**src/fcn_pkg.sv**
```systemverilog
// Purpose: Shared constants for the fabric clock network and delay lock.
// Assumes: One 20 MHz system clock; all clock-like pins are sampled levels.
// Notes: Serial config frame is 16 bits, MSB first.
package fcn_pkg;
  // Clock routing shape
  localparam int FCN_QUADS = 4;
  localparam int FCN_LINES = 12;
  localparam int FCN_MUX_IN = 64;
  localparam int FCN_SEL_W = 6;
  localparam int FCN_LOCAL_IN = 3;
  localparam int FCN_SRC_IN = 60;
  localparam int FCN_PLL_OUTS = 2;
  localparam int FCN_QUAD_OUTS = 3;
  localparam int FCN_DIV_PER_SET = 4;
  // Divider ratio and input source encodings
  localparam logic FCN_DIVIDE_BY_TWO = 1'b0;
  localparam logic FCN_DIVIDE_BY_FOUR = 1'b1;
  localparam logic [1:0] FCN_DSRC_IO = 2'h0;
  localparam logic [1:0] FCN_DSRC_PLL = 2'h1;
  localparam logic [1:0] FCN_DSRC_ROUTE = 2'h2;
  localparam logic [1:0] FCN_CNT_LAST2 = 2'h1;
  localparam logic [1:0] FCN_CNT_LAST4 = 2'h3;
  // Delay loop
  localparam int FCN_CODE_W = 9;
  localparam logic [8:0] FCN_CODE_RST = 9'h080;
  localparam logic [8:0] FCN_CODE_MAX = 9'h1ff;
  localparam int FCN_TAPS = 16;
  localparam int FCN_TAP_SEL_W = 4;
  // Reference source encodings for cascading
  localparam logic [1:0] FCN_REF_PIN = 2'h0;
  localparam logic [1:0] FCN_REF_PLL = 2'h1;
  localparam logic [1:0] FCN_REF_DLL = 2'h2;
  // Serial configuration frame
  localparam int FCN_FRAME_W = 16;
  localparam int FCN_WR_BIT = 15;
  localparam int FCN_ADDR_LO = 12;
  localparam int FCN_DATA_W = 12;
  localparam logic [3:0] FCN_BIT_LAST = 4'hf;
  localparam logic [2:0] FCN_ADDR_CTRL = 3'h0;
  localparam logic [2:0] FCN_ADDR_CODE = 3'h1;
  localparam logic [2:0] FCN_ADDR_STAT = 3'h2;
  // Control word fields and power-up value
  localparam int FCN_CTL_EN = 0;
  localparam int FCN_CTL_REF_LO = 1;
  localparam int FCN_CTL_INT_FB = 3;
  localparam int FCN_CTL_PLL_DLL = 4;
  localparam logic [11:0] FCN_CTRL_RST = 12'h009;
  localparam int FCN_STAT_LOCK = 9;
  // Serial bus states
  typedef enum logic [3:0] {
    FCN_ST_IDLE = 4'b0001,
    FCN_ST_SHIFT = 4'b0010,
    FCN_ST_EXEC = 4'b0100,
    FCN_ST_DONE = 4'b1000
  } fcn_scb_st_t;
endpackage

```
**src/fcn_gsel.sv**
```systemverilog
// Purpose: Two-input glitch-free clock selector.
// Assumes: Inputs are already synchronised levels on clk.
// Notes: A switch waits for both inputs to pass a low phase.
`timescale 1ns/1ps
`default_nettype none
module fcn_gsel import fcn_pkg::*; (
  input wire logic clk, // System clock
  input wire logic rst_n, // Synchronised reset, low active
  input wire logic in_a, // Candidate clock A
  input wire logic in_b, // Candidate clock B
  input wire logic sel, // 0 picks A, 1 picks B
  output logic out_clk, // Selected clock, registered
  output logic on_b // B currently drives output
);
  logic en_a_q, en_a_d; // A gate open
  logic en_b_q, en_b_d; // B gate open
  logic out_q; // Output flop

  // gates move low-only
  // An enable only changes while its own input is low, so no runt can pass
  always_comb begin
    en_a_d = en_a_q;
    en_b_d = en_b_q;
    if (!in_a) begin
      en_a_d = !sel && !en_b_q;
    end
    if (!in_b) begin
      en_b_d = sel && !en_a_q;
    end
  end

  // Gate and output flops
  always_ff @(posedge clk or negedge rst_n) begin
    if (!rst_n) begin
      en_a_q <= 1'b1;
      en_b_q <= 1'b0;
      out_q <= 1'b0;
    end else begin
      en_a_q <= en_a_d;
      en_b_q <= en_b_d;
      out_q <= (in_a & en_a_q) | (in_b & en_b_q);
    end
  end

  assign out_clk = out_q;
  assign on_b = en_b_q;
endmodule
`default_nettype wire

```
**src/fcn_top.sv**
```systemverilog
// Purpose: Primary clock muxes, dividers, selectors and delay lock loop.
// Assumes: Clocks from pins and loops arrive as levels sampled on clk.
// Notes: Unused source slots above the populated ones read as zero.
`timescale 1ns/1ps
`default_nettype none
module fcn_top import fcn_pkg::*; #(
  parameter int NUM_PLL = 8, // Phase-locked loops feeding sources
  parameter int NUM_QUAD = 4, // Transceiver quads feeding sources
  parameter int NUM_GSEL = 8, // Glitch-free selectors
  parameter int NUM_DIV = FCN_DIV_PER_SET // Dividers on this edge set
) (
  input wire logic clk, // System clock, 20 MHz
  input wire logic rstn, // Async reset, low active
  input wire logic [NUM_PLL*FCN_PLL_OUTS-1:0] pll_out, // PLL outputs
  input wire logic [NUM_QUAD*FCN_QUAD_OUTS-1:0] quad_out, // Quad clocks
  input wire logic [FCN_QUADS*FCN_LOCAL_IN-1:0] prim_local, // Local routing
  input wire logic [FCN_QUADS*FCN_LINES*FCN_SEL_W-1:0] prim_sel, // Line selects
  output logic [FCN_QUADS*FCN_LINES-1:0] prim_clk, // Primary lines
  input wire logic [NUM_DIV-1:0] div_io_in, // Divider io inputs
  input wire logic [NUM_DIV-1:0] div_pll_in, // Divider PLL inputs
  input wire logic [NUM_DIV-1:0] div_route_in, // Divider routing inputs
  input wire logic [NUM_DIV*2-1:0] div_src, // Divider source selects
  input wire logic [NUM_DIV-1:0] div_ratio, // 0 two, 1 four
  input wire logic [NUM_DIV-1:0] div_rst, // Divider resets, high
  output logic [NUM_DIV-1:0] div_clk, // Divided clocks
  output logic [NUM_DIV-1:0] edge_set_reset, // Gearing set/reset
  input wire logic [NUM_GSEL-1:0] gsel_in_a, // Selector clock A
  input wire logic [NUM_GSEL-1:0] gsel_in_b, // Selector clock B
  input wire logic [NUM_GSEL-1:0] gsel_sel, // Selector choice
  output logic [NUM_GSEL-1:0] gsel_clk, // Selector outputs
  output logic [NUM_GSEL-1:0] gsel_on_b, // Selector on input B
  input wire logic dll_ref_pin, // Loop reference pin
  input wire logic dll_fb_pin, // External feedback pin
  input wire logic pll_casc_in, // PLL output into loop
  input wire logic dll_casc_in, // Other loop output
  output logic dll_casc_out, // Delayed clock out
  output logic pll_ref_out, // Reference for next PLL
  output logic [FCN_CODE_W-1:0] delay_code_bus, // Broadcast code
  output logic [FCN_CODE_W-1:0] bank_lo_code, // Lower bank copy
  output logic [FCN_CODE_W-1:0] bank_hi_code, // Upper bank copy
  input wire logic delay_code_latch, // Hold request, high
  output logic [FCN_CODE_W-1:0] delay_code_held, // Held code
  output logic dll_lock, // Loop dithering about lock
  input wire logic mp_sel, // Port serial select
  input wire logic mp_sclk, // Port serial clock
  input wire logic mp_sdi, // Port serial data in
  input wire logic rt_sel, // Routing serial select
  input wire logic rt_sclk, // Routing serial clock
  input wire logic rt_sdi, // Routing serial data in
  input wire logic scb_from_routing, // Use routing serial pins
  output logic serial_config_bus_sdo // Serial data out
);
  // Widths of assembled vectors
  localparam int PLL_W = NUM_PLL * FCN_PLL_OUTS;
  localparam int QUAD_W = NUM_QUAD * FCN_QUAD_OUTS;
  localparam int USED = PLL_W + NUM_DIV + NUM_GSEL + QUAD_W;
  localparam int AS_W = PLL_W + QUAD_W + 2 * NUM_DIV + 2 * NUM_GSEL + 7;

  // Rising edge seen between two samples
  function automatic logic fn_rise(input logic cur, input logic prev);
    return cur & ~prev;
  endfunction

  // Step a code by one tap, saturating at both ends
  function automatic logic [FCN_CODE_W-1:0] fn_step(
    input logic [FCN_CODE_W-1:0] c, input logic down);
    if (down) begin
      return (c == '0) ? c : c - 1'b1;
    end
    return (c == FCN_CODE_MAX) ? c : c + 1'b1;
  endfunction

  logic [1:0] rst_sync_q; // Reset release chain
  logic rst_n; // Synchronised reset
  logic [AS_W-1:0] as_raw; // All off-domain inputs
  logic [AS_W-1:0] as_s1_q; // First sync stage
  logic [AS_W-1:0] as_s2_q; // Second sync stage

  // Reset is asserted at once, released on clk
  always_ff @(posedge clk or negedge rstn) begin
    if (!rstn) begin
      rst_sync_q <= 2'h0;
    end else begin
      rst_sync_q <= {rst_sync_q[0], 1'b1};
    end
  end
  assign rst_n = rst_sync_q[1];

  // Off-domain levels, two flops before any use
  assign as_raw = {pll_out, quad_out, div_io_in, div_pll_in, gsel_in_a,
                   gsel_in_b, dll_ref_pin, dll_fb_pin, pll_casc_in,
                   dll_casc_in, mp_sel, mp_sclk, mp_sdi};

  always_ff @(posedge clk or negedge rst_n) begin
    if (!rst_n) begin
      as_s1_q <= '0;
      as_s2_q <= '0;
    end else begin
      as_s1_q <= as_raw;
      as_s2_q <= as_s1_q;
    end
  end

  // Named slices of the synchronised vector
  wire [PLL_W-1:0] pll_s = as_s2_q[AS_W-1 -: PLL_W];
  wire [QUAD_W-1:0] quad_s = as_s2_q[AS_W-PLL_W-1 -: QUAD_W];
  wire [NUM_DIV-1:0] dio_s = as_s2_q[AS_W-PLL_W-QUAD_W-1 -: NUM_DIV];
  wire [NUM_DIV-1:0] dpll_s = as_s2_q[AS_W-PLL_W-QUAD_W-NUM_DIV-1 -: NUM_DIV];
  wire [NUM_GSEL-1:0] ga_s = as_s2_q[2*NUM_GSEL+6 -: NUM_GSEL];
  wire [NUM_GSEL-1:0] gb_s = as_s2_q[NUM_GSEL+6 -: NUM_GSEL];
  wire ref_pin_s = as_s2_q[6];
  wire fb_pin_s = as_s2_q[5];
  wire pll_casc_s = as_s2_q[4];
  wire dll_casc_s = as_s2_q[3];
  wire mp_sel_s = as_s2_q[2];
  wire mp_sclk_s = as_s2_q[1];
  wire mp_sdi_s = as_s2_q[0];

  // primary source set
  // Order: PLL pairs, dividers, selectors, quad triples, then zero fill
  logic [FCN_SRC_IN-1:0] src_set;
  assign src_set = {{(FCN_SRC_IN-USED){1'b0}}, quad_s, gsel_clk, div_clk, pll_s};

  for (genvar q = 0; q < FCN_QUADS; q++) begin : g_quad
    for (genvar l = 0; l < FCN_LINES; l++) begin : g_line
      localparam int IDX = q * FCN_LINES + l;
      wire [FCN_MUX_IN-1:0] cand = {src_set, 1'b0,
                                    prim_local[q*FCN_LOCAL_IN +: FCN_LOCAL_IN]};
      wire [FCN_SEL_W-1:0] pick = prim_sel[IDX*FCN_SEL_W +: FCN_SEL_W];
      logic line_q; // Registered line level
      always_ff @(posedge clk or negedge rst_n) begin
        if (!rst_n) begin
          line_q <= 1'b0;
        end else begin
          line_q <= cand[pick];
        end
      end
      assign prim_clk[IDX] = line_q;
    end
  end

  for (genvar i = 0; i < NUM_DIV; i++) begin : g_div
    logic in_prev_q; // Last input sample
    logic [1:0] cnt_q; // Phase counter
    logic out_q; // Divided level
    logic sr_q; // Edge set/reset level
    logic arm_q; // Waiting for first wrap
    logic div_in; // Selected input level
    assign div_in = (div_src[2*i +: 2] == FCN_DSRC_IO) ? dio_s[i] :
                    (div_src[2*i +: 2] == FCN_DSRC_PLL) ? dpll_s[i] :
                    (div_src[2*i +: 2] == FCN_DSRC_ROUTE) ? div_route_in[i] : 1'b0;
    wire rise = fn_rise(div_in, in_prev_q);
    wire [1:0] last = (div_ratio[i] == FCN_DIVIDE_BY_FOUR) ? FCN_CNT_LAST4 :
                      FCN_CNT_LAST2;
    wire [1:0] cnt_nx = (cnt_q == last) ? 2'h0 : cnt_q + 2'h1;

    // Counter, output and set/reset per divider
    always_ff @(posedge clk or negedge rst_n) begin
      if (!rst_n) begin
        in_prev_q <= 1'b0;
        cnt_q <= 2'h0;
        out_q <= 1'b0;
        sr_q <= 1'b0;
        arm_q <= 1'b1;
      end else begin
        in_prev_q <= div_in;
        if (div_rst[i]) begin
          cnt_q <= 2'h0;
          out_q <= 1'b0;
          sr_q <= 1'b0;
          arm_q <= 1'b1;
        end else begin
          // set/reset until first wrap
          // Gearing logic stays cleared for one whole divided period
          sr_q <= arm_q;
          if (rise) begin
            cnt_q <= cnt_nx;
            out_q <= (div_ratio[i] == FCN_DIVIDE_BY_FOUR) ? cnt_nx[1] : cnt_nx[0];
            if (cnt_nx == 2'h0) begin
              arm_q <= 1'b0;
              sr_q <= 1'b0;
            end
          end
        end
      end
    end
    assign div_clk[i] = out_q;
    assign edge_set_reset[i] = sr_q;
  end

  for (genvar g = 0; g < NUM_GSEL; g++) begin : g_gsel
    fcn_gsel u_gsel (
      .clk(clk),
      .rst_n(rst_n),
      .in_a(ga_s[g]),
      .in_b(gb_s[g]),
      .sel(gsel_sel[g]),
      .out_clk(gsel_clk[g]),
      .on_b(gsel_on_b[g])
    );
  end

  // Delay loop state
  logic [FCN_DATA_W-1:0] ctrl_q; // Loop control word
  logic [FCN_CODE_W-1:0] code_q; // Delay code
  logic [FCN_CODE_W-1:0] held_q; // Latched code
  logic [FCN_TAPS-1:0] tap_q; // Own delay chain
  logic dly_q; // Chain output
  logic ref_prev_q; // Last reference sample
  logic dir_q; // Last step was down
  logic lock_q; // Direction reversed
  logic pll_ref_q; // Next PLL reference
  logic dll_ref; // Chosen reference
  logic dll_fb; // Chosen feedback

  // cascade source selection
  // Reference from pin, a PLL output, or another loop
  assign dll_ref = (ctrl_q[FCN_CTL_REF_LO +: 2] == FCN_REF_PLL) ? pll_casc_s :
                   (ctrl_q[FCN_CTL_REF_LO +: 2] == FCN_REF_DLL) ? dll_casc_s :
                   ref_pin_s;
  assign dll_fb = ctrl_q[FCN_CTL_INT_FB] ? dly_q : fb_pin_s;
  wire ref_rise = fn_rise(dll_ref, ref_prev_q);
  wire step_down = dll_fb;

  // Serial bus state
  fcn_scb_st_t st_q; // Serial state
  logic [FCN_FRAME_W-1:0] rx_q; // Incoming frame
  logic [FCN_FRAME_W-1:0] tx_q; // Outgoing frame
  logic [3:0] bit_q; // Bits taken
  logic sclk_prev_q; // Last serial clock
  // routing drives the bus
  // Routing pins are fabric logic on clk, so they need no sync
  wire s_sel = scb_from_routing ? rt_sel : mp_sel_s;
  wire s_clk = scb_from_routing ? rt_sclk : mp_sclk_s;
  wire s_din = scb_from_routing ? rt_sdi : mp_sdi_s;
  wire s_rise = fn_rise(s_clk, sclk_prev_q);
  wire [2:0] f_addr = rx_q[FCN_WR_BIT-1 -: 3];
  wire f_wr = rx_q[FCN_WR_BIT];
  wire do_wr = (st_q == FCN_ST_EXEC) && f_wr;
  wire [FCN_DATA_W-1:0] stat_w = {2'h0, lock_q, code_q};
  wire [FCN_DATA_W-1:0] rd_data =
    (f_addr == FCN_ADDR_CTRL) ? ctrl_q :
    (f_addr == FCN_ADDR_CODE) ? {3'h0, code_q} :
    (f_addr == FCN_ADDR_STAT) ? stat_w : '0;

  // serial reconfiguration
  // Aborts cleanly if select drops mid-frame
  always_ff @(posedge clk or negedge rst_n) begin
    if (!rst_n) begin
      st_q <= FCN_ST_IDLE;
      rx_q <= '0;
      tx_q <= '0;
      bit_q <= 4'h0;
      sclk_prev_q <= 1'b0;
    end else begin
      sclk_prev_q <= s_clk;
      case (st_q)
        FCN_ST_IDLE: begin
          bit_q <= 4'h0;
          if (s_sel) begin
            st_q <= FCN_ST_SHIFT;
          end
        end
        FCN_ST_SHIFT: begin
          if (!s_sel) begin
            st_q <= FCN_ST_IDLE;
          end else if (s_rise) begin
            rx_q <= {rx_q[FCN_FRAME_W-2:0], s_din};
            tx_q <= {tx_q[FCN_FRAME_W-2:0], 1'b0};
            bit_q <= bit_q + 4'h1;
            if (bit_q == FCN_BIT_LAST) begin
              st_q <= FCN_ST_EXEC;
            end
          end
        end
        FCN_ST_EXEC: begin
          // Read data goes out in the next frame
          if (!f_wr) begin
            tx_q <= {4'h0, rd_data};
          end
          st_q <= FCN_ST_DONE;
        end
        FCN_ST_DONE: begin
          if (!s_sel) begin
            st_q <= FCN_ST_IDLE;
          end
        end
        default: begin
          st_q <= FCN_ST_IDLE;
        end
      endcase
    end
  end

  // Control word, power-up value then serial writes
  always_ff @(posedge clk or negedge rst_n) begin
    if (!rst_n) begin
      ctrl_q <= FCN_CTRL_RST;
    end else if (do_wr && (f_addr == FCN_ADDR_CTRL)) begin
      ctrl_q <= rx_q[FCN_DATA_W-1:0];
    end
  end

  // one tap per step
  // A serial code write wins over a step in the same cycle
  always_ff @(posedge clk or negedge rst_n) begin
    if (!rst_n) begin
      code_q <= FCN_CODE_RST;
      ref_prev_q <= 1'b0;
      dir_q <= 1'b0;
      lock_q <= 1'b0;
    end else begin
      ref_prev_q <= dll_ref;
      if (do_wr && (f_addr == FCN_ADDR_CODE)) begin
        code_q <= rx_q[FCN_CODE_W-1:0];
        lock_q <= 1'b0;
      end else if (!ctrl_q[FCN_CTL_EN]) begin
        lock_q <= 1'b0;
      end else if (ref_rise) begin
        code_q <= fn_step(code_q, step_down);
        dir_q <= step_down;
        if (dir_q != step_down) begin
          lock_q <= 1'b1;
        end
      end
    end
  end

  // code sets chain
  // Coarse model: top code bits pick one of the chain taps
  always_ff @(posedge clk or negedge rst_n) begin
    if (!rst_n) begin
      tap_q <= '0;
      dly_q <= 1'b0;
      pll_ref_q <= 1'b0;
    end else begin
      tap_q <= {tap_q[FCN_TAPS-2:0], dll_ref};
      dly_q <= tap_q[code_q[FCN_CODE_W-1 -: FCN_TAP_SEL_W]];
      pll_ref_q <= ctrl_q[FCN_CTL_PLL_DLL] ? dly_q : pll_casc_s;
    end
  end

  always_ff @(posedge clk or negedge rst_n) begin
    if (!rst_n) begin
      held_q <= FCN_CODE_RST;
    end else if (delay_code_latch) begin
      held_q <= code_q;
    end
  end

  assign delay_code_bus = code_q;
  assign bank_lo_code = code_q;
  assign bank_hi_code = code_q;
  assign delay_code_held = held_q;
  assign dll_casc_out = dly_q;
  assign pll_ref_out = pll_ref_q;
  assign dll_lock = lock_q;
  assign serial_config_bus_sdo = tx_q[FCN_FRAME_W-1];
endmodule
`default_nettype wire

```
**config.mk**
```make
export PLATFORM = sky130hd
export DESIGN_NAME = fcn_top
export DESIGN_NICKNAME = d
export VERILOG_FILES = /design/src/fcn_pkg.sv /design/src/fcn_gsel.sv /design/src/fcn_top.sv
export SDC_FILE = /design/constraint.sdc
export NUM_CORES = 1
export LEC_CHECK = 0
export ABC_CLOCK_PERIOD_IN_PS = 10400
export BUFFER_PORTS_ARGS = -buffer_cell sky130_fd_sc_hd__buf_2
export CORE_AREA = 2 2 232 234
export DETAILED_ROUTE_END_ITERATION = 10
export DIE_AREA = 0 0 234 236
export PLACE_DENSITY = 0.74
export SLEW_MARGIN = 30
export SYNTH_ARGS = -nofsm -noshare
export SYNTH_HDL_FRONTEND = slang
export SYNTH_HIERARCHICAL = 1
export SYNTH_SLANG_ARGS = --single-unit
export TNS_END_PERCENT = 30
```
**constraint.sdc**
```tcl
create_clock -name clk -period 10.4 [get_ports clk]
set_input_delay 1.04 -clock clk [delete_from_list [all_inputs] [get_ports clk]]
set_output_delay 1.04 -clock clk [all_outputs]
set_load 0.01 [all_outputs]
```
# Word-level counts from Yosys, hierarchy flattened
# Cells that the tools add are included.
[op_classes] addsub=7 order_cmp=49 eq_ne=34 mux=192 bitwise_logic=37 reduce_logical=68
[ops] op="$lt 6x7->1 const B" n=48
[ops] op="$bmux 1 s6" n=48
[ops] op="$mux 1" n=104
[ops] op="$mux 9" n=7
[ops] op="$mux 16" n=3
[ops] op="$mux 2" n=16
[ops] op="$pmux 16 s2" n=1
[ops] op="$mux 4" n=7
[ops] op="$logic_not 1->1" n=24
[ops] op="$and 1x1->1" n=22
[ops] op="$mux 10" n=2
[ops] op="$logic_and 1x1->1" n=19
[ops] op="$logic_not 2->1" n=8
[ops] op="$pmux 4 s4" n=1
[ops] op="$reduce_bool 2->1" n=8
[ops] op="$mux 12" n=1
[ops] op="$reduce_and 4->1" n=3
[ops] op="$eq 2x1->1 const B" n=5
[ops] op="$eq 2x2->1 const B" n=5
[ops] op="$ne 2x2->1 const B" n=5
[ops] op="$add 9x1->9 const B" n=1
[ops] op="$eq 9x9->1 const B" n=1
[ops] op="$logic_not 9->1" n=1
[ops] op="$ne 3x3->1 const B" n=3
[ops] op="other kinds (21)" n=44
[word_totals] register_bits=308 input_bits=394 output_inout_bits=112 elab_cells=496

# Logic depth before layout (Yosys ltp)
# Gate-level depths: netlist of the first run.
[depth] ltp_word=11 mapped_depth=10 depth_no_buf=10

# By module
# The synthesis of the first run kept the hierarchy.
[by_module_without_submodules] mod="fcn_top" n_inst=1 cells_per_inst=2150 area_each_um2=27908.0 seq_area_each_um2=7093.1
[by_module_without_submodules] mod="fcn_gsel" n_inst=8 cells_per_inst=9 area_each_um2=106.4 seq_area_each_um2=76.3

# Worst setup path after synthesis of the first run
# Ideal clock, no wire load.
[synth_timing] path_type="register to register" from="reg ctrl_q[3]" to="reg code_q[7] (netlist: bank_hi_code[7])" t_arrival_ns=2.428 t_required_ns=10.296 slack_ns=7.868 stages_incl_launch_ff=11 path_buffers=0 synth_period_minus_slack_ns=2.532 cell_sequence="dfstp_2 -> mux2i_2 -> inv_1 -> ha_1 -> a21oi_1 -> o211ai_1 -> or4_1 -> o311a_1 -> xor2_1 -> mux2i_1 -> o21ai_0"
[synth_via] elab_chain_cells=9 elab_cells_between_ends=12
[synth_rtl] element="start: declaration" line="fcn_top.sv:204" rtl="logic [FCN_DATA_W-1:0] ctrl_q;"
[synth_rtl] element="start signal: assignment" line="fcn_top.sv:300" rtl="ctrl_q <= rx_q[FCN_DATA_W-1:0];"
[synth_rtl] element="$mux 1 (*)" line="fcn_top.sv:221" rtl="assign dll_fb = ctrl_q[FCN_CTL_INT_FB] ? dly_q : fb_pin_s;"
[synth_rtl] element="named net dll_fb" line="fcn_top.sv:214" rtl="logic dll_fb;"
[synth_rtl] element="$mux 1" line="fcn_top.sv:67" rtl="if (down) begin"
[synth_rtl] element="$mux 1" line="fcn_top.sv:319" rtl="end else if (ref_rise) begin"
[synth_rtl] element="$mux 1" line="fcn_top.sv:317" rtl="end else if (!ctrl_q[FCN_CTL_EN]) begin"
[synth_rtl] element="$mux 1" line="fcn_top.sv:314" rtl="if (do_wr && (f_addr == FCN_ADDR_CODE)) begin"
[synth_rtl] element="$mux 9" line="fcn_top.sv:70" rtl="return (c == FCN_CODE_MAX) ? c : c + 1'b1;"
[synth_rtl] element="$mux 9" line="fcn_top.sv:319"
[synth_rtl] element="$mux 9" line="fcn_top.sv:317"
[synth_rtl] element="$mux 9" line="fcn_top.sv:314"
[synth_rtl] element="end signal: assignment" line="fcn_top.sv:315" rtl="code_q <= rx_q[FCN_CODE_W-1:0];"
[synth_rtl] element="end signal: assignment" line="fcn_top.sv:320" rtl="code_q <= fn_step(code_q, step_down);"
[synth_rtl] element="end: declaration" line="fcn_top.sv:205" rtl="logic [FCN_CODE_W-1:0] code_q;"
# The timed path passes the listed nets; every way through them passes the cells marked *. The select of a mux whose other input is x is not followed.
# A chain may end at the register's enable or synchronous reset.

# Worst setup path after layout of the first run
[layout_timing] from="reg st_q[3]" to="reg ctrl_q[11]"
[layout_via] elab_chain_cells=3
[layout_rtl] element="start: declaration" line="fcn_top.sv:226" rtl="fcn_scb_st_t st_q;"
[layout_rtl] element="start signal: assignment" line="fcn_top.sv:250" rtl="st_q <= FCN_ST_IDLE;"
[layout_rtl] element="start signal: assignment" line="fcn_top.sv:261" rtl="st_q <= FCN_ST_SHIFT;"
[layout_rtl] element="start signal: assignment" line="fcn_top.sv:266" rtl="st_q <= FCN_ST_IDLE;"
[layout_rtl] element="$eq 4x3->1" line="fcn_top.sv:239" rtl="wire do_wr = (st_q == FCN_ST_EXEC) && f_wr;"
[layout_rtl] element="$logic_and 1x1->1" line="fcn_top.sv:239"
[layout_rtl] element="$logic_and 1x1->1" line="fcn_top.sv:299" rtl="end else if (do_wr && (f_addr == FCN_ADDR_CTRL)) begin"
# Every way passes these cells.

==> flow_summary.yaml, run 1 <==
outcome:
  status: "completed"
yosys:
  synth-edff-count: 0
  synth-main-ff-cell: "dfrtp_1"
  postSynthAreaPerCell_um2: 12.9
  synth_nets: 2625
  yosysUniqueCellTypes: 60
  syn-instance-count: 2222
  ys_top_cells_by_count: "495 x mux4_2, 290 x dfrtp_1, 225 x clkbuf_1, 213 x mux2i_1, 140 x o21ai_0"
  netlist.area_leader.share_pct: 38.8
  synth.cell_area_mm2: 0.0288
  ys_top_cells_by_area: "mux4_2 39%, dfrtp_1 25%, mux2i_1 7.4%"
  yosys_warnings: 6
  yosysSeqAreaShare_pct: 26.8
  synth_top_area_cell: "mux4_2"
  synth_seq_cells: 307
  yosysMostFrequentCell: "mux4_2"
  ys_async_sr_fraction_pct: 100
pwr:
  leakage_nw: 12.8
  ir_drop_v: 0.000169
  power_density_mw_per_mm2: 128
sta:
  setup_tns_ps: 0
  fin_skew_ps: 33.0
  setup-violations-final: 0
  hold_ws_ps: 230
  period_minus_slack_ps: 3120
  rsz0062_at_grt: "no"
  fmax_mhz: 321
  max_slew_margin_pct: 37.1
  finalHoldViolCount: 0
  drv_slew: 0
  worst_slew_pin_slew_ps: 944
  fin_crit_sh_pct: 30.0
clock_tree:
  cts_buffers: 36
  ctsHoldBuffers: 0
  cts_setup_buffers: 0
  cts.htree.levels: 2
  cts_sinks: 307
  ctsResizeCount: 0
  clkLatencyLatePin_ps: 590
  clock_path_buffers: 3
  cts_root_buf: "clkbuf_16"
  cts_tree: "yes"
  path_clk_slew_ps: 60
global_routing:
  grt_pass1_wl_mm: 153
  grt_max_degree: 187
  grt_usage_pct: 37.5
  grt_overflow: 0
  antenna_found_initial: 41
  grt_pass1_vias: 24200
worst_setup_path:
  critPathMaxStageDelay_ps: 780
  cp_num_buf_inv: 1
  cp_common_cell: "nand3_1"
  crit_fanout: 20
  r2r_end: "ctrl_q[11]$_DFFE_PN0P_"
  startpoint_type: "flip-flop"
  cp_data_arrival_time_ps: 3570
  path_cells: "inv_1 -> nand3_1 -> nor2_1 -> nand3_1 -> mux2_2"
  reg2reg_setup_slack_ps: 7280
  endpoint_kind: "flip-flop"
  crit_cells: 5
  r2r_start: "st_q[3]$_DFFE_PN0P_"
  crit_slowest_cell: "nor2_1"
  crit_family: "simple AND/OR/NAND/NOR gates"
  critPathKind: "reg2reg"
  cp.required_ps: 10860
  rr_worst_depth: 5
floorplanning:
  num_rows: 85
  ios: 506
  die_area_mm2: 0.0552
  coreArea_mm2: 0.0531
  start_util_pct: 54.2
  die_h_um: 236
  fp.dieW_um: 234
route:
  via_per_inst: 7.64
  wl_per_cell_um: 33.1
  totalWireLength_mm: 103
  dr.first_iter.drc_count: 3154
  final_antenna_net_count: 0
  drt_first_pass_iters: 6
  drc: 0
  vias: 23900
final_layout:
  seqCellArea_mm2: 0.00776
  area_growth_pct: 10.7
  nFillCells: 4105
  layout.nets: 2765
  multi_input_area_mm2: 0.0188
  final_layout_size_suffix_gt1_share_pct: 50.9
job:
  max_cap_violations: 0
place:
  hpwlAfterDp_mm: 58.1
  portBuffers: 505
  place_congestion: 0.878
hold_path:
  hold_path_class: "in2async"
[cell usage in the layout, fill, tap and decap left out, types with 9 or more instances in the layout]
cell type / netlist / layout
diode_2: 0 / 37
buf_4: 93 / 42
nand3_1: 59 / 59
o21ai_1: 38 / 38
nor2b_1: 14 / 14
a22o_1: 9 / 9
mux2_2: 40 / 40
xnor2_1: 14 / 14
dfrtp_2: 0 / 40
dfstp_2: 17 / 17
dfrtp_1: 290 / 249
nand3b_1: 100 / 100
clkbuf_16: 0 / 36
nor2_1: 49 / 49
mux4_1: 36 / 36
o21ai_0: 140 / 140
buf_2: 59 / 505
nand2b_1: 14 / 14
nand2_1: 59 / 59
mux2i_1: 213 / 213
a21oi_1: 14 / 14
mux4_2: 495 / 495
o211ai_1: 97 / 97
[per-layer routing]
layer | track usage, % | routed length [um] | share of wire, % | up-vias
li1 | - | - | - | 9171
met1 | 48.5 | 34100 | 33 | 11700
met2 | 55.5 | 46100 | 45 | 2420
met3 | 13.5 | 16500 | 16 | 597
met4 | 19.8 | 6590 | 6.4 | 24
met5 | 0 | 184 | 0.18 | -
[metrics by stage]
step           instances  instance area (um2)  total power (W)  utilization, %  setup slack (ps)
2_1_floorplan       2222                28800          0.00223               -              1240
3_3_place_gp        3019                30300          0.00252            57.1              7500
3_5_place_dp        3019                30300          0.00256            57.1              7340
4_1_cts             3085                31700          0.00405            59.8              7320
5_1_grt             3111                31800          0.00420            59.9              7030
6_report            3123                31800          0.00407            60.0              7280
[registers in the layout, indices dropped and copies added, names as in the netlist, 2 cells and up]
name and cells:
rst_sync_q 2, g_div.cnt_q 8, g_gsel.u_gsel/out_clk 8, g_div.out_q 4, ctrl_q 12, as_s1_q 59
g_gsel.u_gsel/en_a_q 8, bit_q 4, g_div.arm_q 4, g_quad.g_line.line_q 48, g_div.in_prev_q 4, tap_q 16
st_q 4, as_s2_q 59, rx_q 16, delay_code_held 9, tx_q 16, g_div.sr_q 4
g_gsel.u_gsel/on_b 8, bank_hi_code 9
[report_power, final]
group          internal [W]  switching, W
combinational      0.000588      0.000645
clock              0.000888      0.000595
sequential          0.00129     0.0000601
total               0.00277       0.00130
[cell families after synthesis]
logic type,count (synthesis),synth area share (%)
mux,785,51.1
buf+inv,455,7.88
compound gates,329,7.06
simple gates,319,6.24
flops,307,26.8
xor+xnor,17,0.518
fa+ha+maj,9,0.418
other cells,1,0.0130
[worst max-delay path by stage]
stage / start / to / slack [ps]
6_report: st_q[3]$_DFFE_PN0P_ / ctrl_q[11]$_DFFE_PN0P_ / 7280
2_1_floorplan: rst_sync_q[1]$_DFF_PN0_ / as_s1_q[0]$_DFF_PN0_ / 1240
4_1_cts: st_q[3]$_DFFE_PN0P_ / ctrl_q[11]$_DFFE_PN0P_ / 7320
5_1_grt: st_q[3]$_DFFE_PN0P_ / ctrl_q[11]$_DFFE_PN0P_ / 7030
3_3_place_gp: scb_from_routing / tx_q[11]$_DFFE_PN0P_ / 7500
3_5_place_dp: scb_from_routing / tx_q[11]$_DFFE_PN0P_ / 7340
[final cells by class]
type | instances | area share [%]
Multi-Input combinational cell | 1460 | 59.0
Inverter | 7 | 0.0825
Clock inverter | 24 | 1.33
Tap cell | 696 | 2.74
Timing Repair Buffer | 550 | 9.11
Antenna cell | 37 | 0.291
Clock buffer | 42 | 3.06
Sequential cell | 307 | 24.4
Power figures use the tool's default switching activity.
==> run 2: changes to the inputs <==
ABC_CLOCK_PERIOD_IN_PS = 3130   (was 10400)
clock period = 3.13 ns   (was 10.4 ns; I/O delays follow)
==> run 2 against run 1 <==
Final cell count grew 4.6%. Sequential share of layout area shrank 0.93 points. Non-clock buffer count grew 144.
==> flow_summary.yaml, run 2 (same netlist as run 1, synthesis figures left out) <==
sta:
  max_slew_margin_pct: 29.7
  fmax_mhz: 343
  finalHoldViolCount: 0
  fin_skew_ps: 26.7
  setup_tns_ps: 0
  setup-violations-final: 0
  drv_slew: 0
  fin_crit_sh_pct: 93.2
  rsz0062_at_grt: "no"
  period_minus_slack_ps: 2920
  hold_ws_ps: 11.0
  worst_slew_pin_slew_ps: 1060
floorplanning:
  coreArea_mm2: 0.0531
  num_rows: 85
  die_area_mm2: 0.0552
  die_h_um: 236
  fp.dieW_um: 234
  ios: 506
  start_util_pct: 54.2
worst_setup_path:
  cp_data_arrival_time_ps: 3380
  startpoint_type: "flip-flop"
  crit_start: "g_div[1].out_q$_DFFE_PN0P_"
  crit_fanout: 34
  crit_slowest_cell: "dfrtp_2"
  cp.required_ps: 3600
  r2r_start: "g_div[1].out_q$_DFFE_PN0P_"
  endpoint_kind: "flip-flop"
  rr_worst_depth: 6
  path_cells: "buf_4 -> mux4_2 -> mux4_2 -> nand3b_1 -> o21ai_1 -> dlygate4sd3_1"
  critPathMaxStageDelay_ps: 700
  critPathKind: "reg2reg"
  cp_common_cell: "mux4_2"
clock_tree:
  path_clk_slew_ps: 60
  cts_root_buf: "clkbuf_16"
  cts.htree.levels: 2
  cts_sinks: 307
  clkLatencyLatePin_ps: 590
  cts_setup_buffers: 0
  cts_buffers: 37
  clock_path_buffers: 3
  cts_tree: "yes"
place:
  hpwlAfterDp_mm: 67.2
  portBuffers: 505
  dpl_cell_area_mm2: 0.0305
  place_congestion: 0.888
global_routing:
  grt_overflow: 0
  grt_pass1_vias: 24800
  grt_max_degree: 66
  antenna_found_initial: 39
  grt_pass1_wl_mm: 155
  grt_usage_pct: 37.8
final_layout:
  final_layout_size_suffix_gt1_share_pct: 48.7
  design_area_mm2: 0.0331
  area_growth_pct: 15.2
  top_regs: "as_s1_q (59), as_s2_q (59), g_quad.g_line.line_q (48)"
  layout.nets: 2910
  final_cell_mix: "505 x buf_2, 495 x mux4_2, 249 x dfrtp_1"
  utilization_pct: 62.5
  final_common_cell: "buf_2"
hold_path:
  holdCritStartpoint: "div_src[7]"
  whs_path_depth: 2
  hold_path_class: "in2reg"
route:
  totalWireLength_mm: 105
  via_per_inst: 7.45
  wl_per_cell_um: 32.1
  final_antenna_net_count: 0
  drc: 0
  drt_first_pass_iters: 6
  dr.first_iter.drc_count: 3748
  vias: 24300
pwr:
  ir_drop_v: 0.000523
  p_total_w: 0.0132
  leakage_nw: 13.3
  power_density_mw_per_mm2: 397
job:
  max_cap_violations: 0
outcome:
  status: "completed"
## run 2: through the flow
step,std cells,setup WS (ps)
after floorplan,2222,87.7
after global placement,3040,343
after detailed placement,3040,281
after CTS,3232,265
after global routing,3257,82.2
final,3268,213
## run 2: routing by layer
metal / track usage, % / vias to the layer above / wire, um
met3: 12.3 / 471 / 15100
met1: 49.0 / 12100 / 35200
met5: 1.34 / - / 202
li1: - / 9458 / -
met4: 18.2 / 20 / 5720
met2: 57.6 / 2291 / 48700
## run 2: worst paths after layout
path	to	slack (ps)
max	g_quad[1].g_line[10].line_q$_DFF_PN0_	210
min	g_div[3].in_prev_q$_DFF_PN0_	10
max reg2reg	g_quad[1].g_line[10].line_q$_DFF_PN0_	210
min reg2reg	as_s2_q[50]$_DFF_PN0_	340
max in group asynchronous	g_div[3].arm_q$_DFF_PN1_	1810
min in group asynchronous	rst_sync_q[1]$_DFF_PN0_	70
## run 2: area by class of cell
type,instances,area [um2]
flip-flops and latches,307,7770
repair buffers,694,4330
clock inverters,16,175
fillers,3926,19900
clock buffers,52,1080
inverters,7,26.3
well taps,696,871
multi-input cells,1460,18800
diodes,36,90.1
## run 2: report_power, final
group / internal (W) / switching [W]
sequential: 0.00429 / 0.000633
combinational: 0.00209 / 0.00174
clock: 0.00247 / 0.00194
## run 2: timing repair
| item | in CTS | in global routing |
|---|---|---|
| setup endpoints to repair | 0 | 1 |
| hold buffers | 124 | 0 |
| resized for setup | 0 | 1 |
| endpoints found under the hold margin | 143 | 0 |
## run 2: worst max-delay path, delay by kind of cell (launching register included)
family / cells / cell delay (ps)
simple gates: 1 / 100
buf+inv: 2 / 930
compound gates: 1 / 60
mux: 2 / 980
flops: 1 / 700
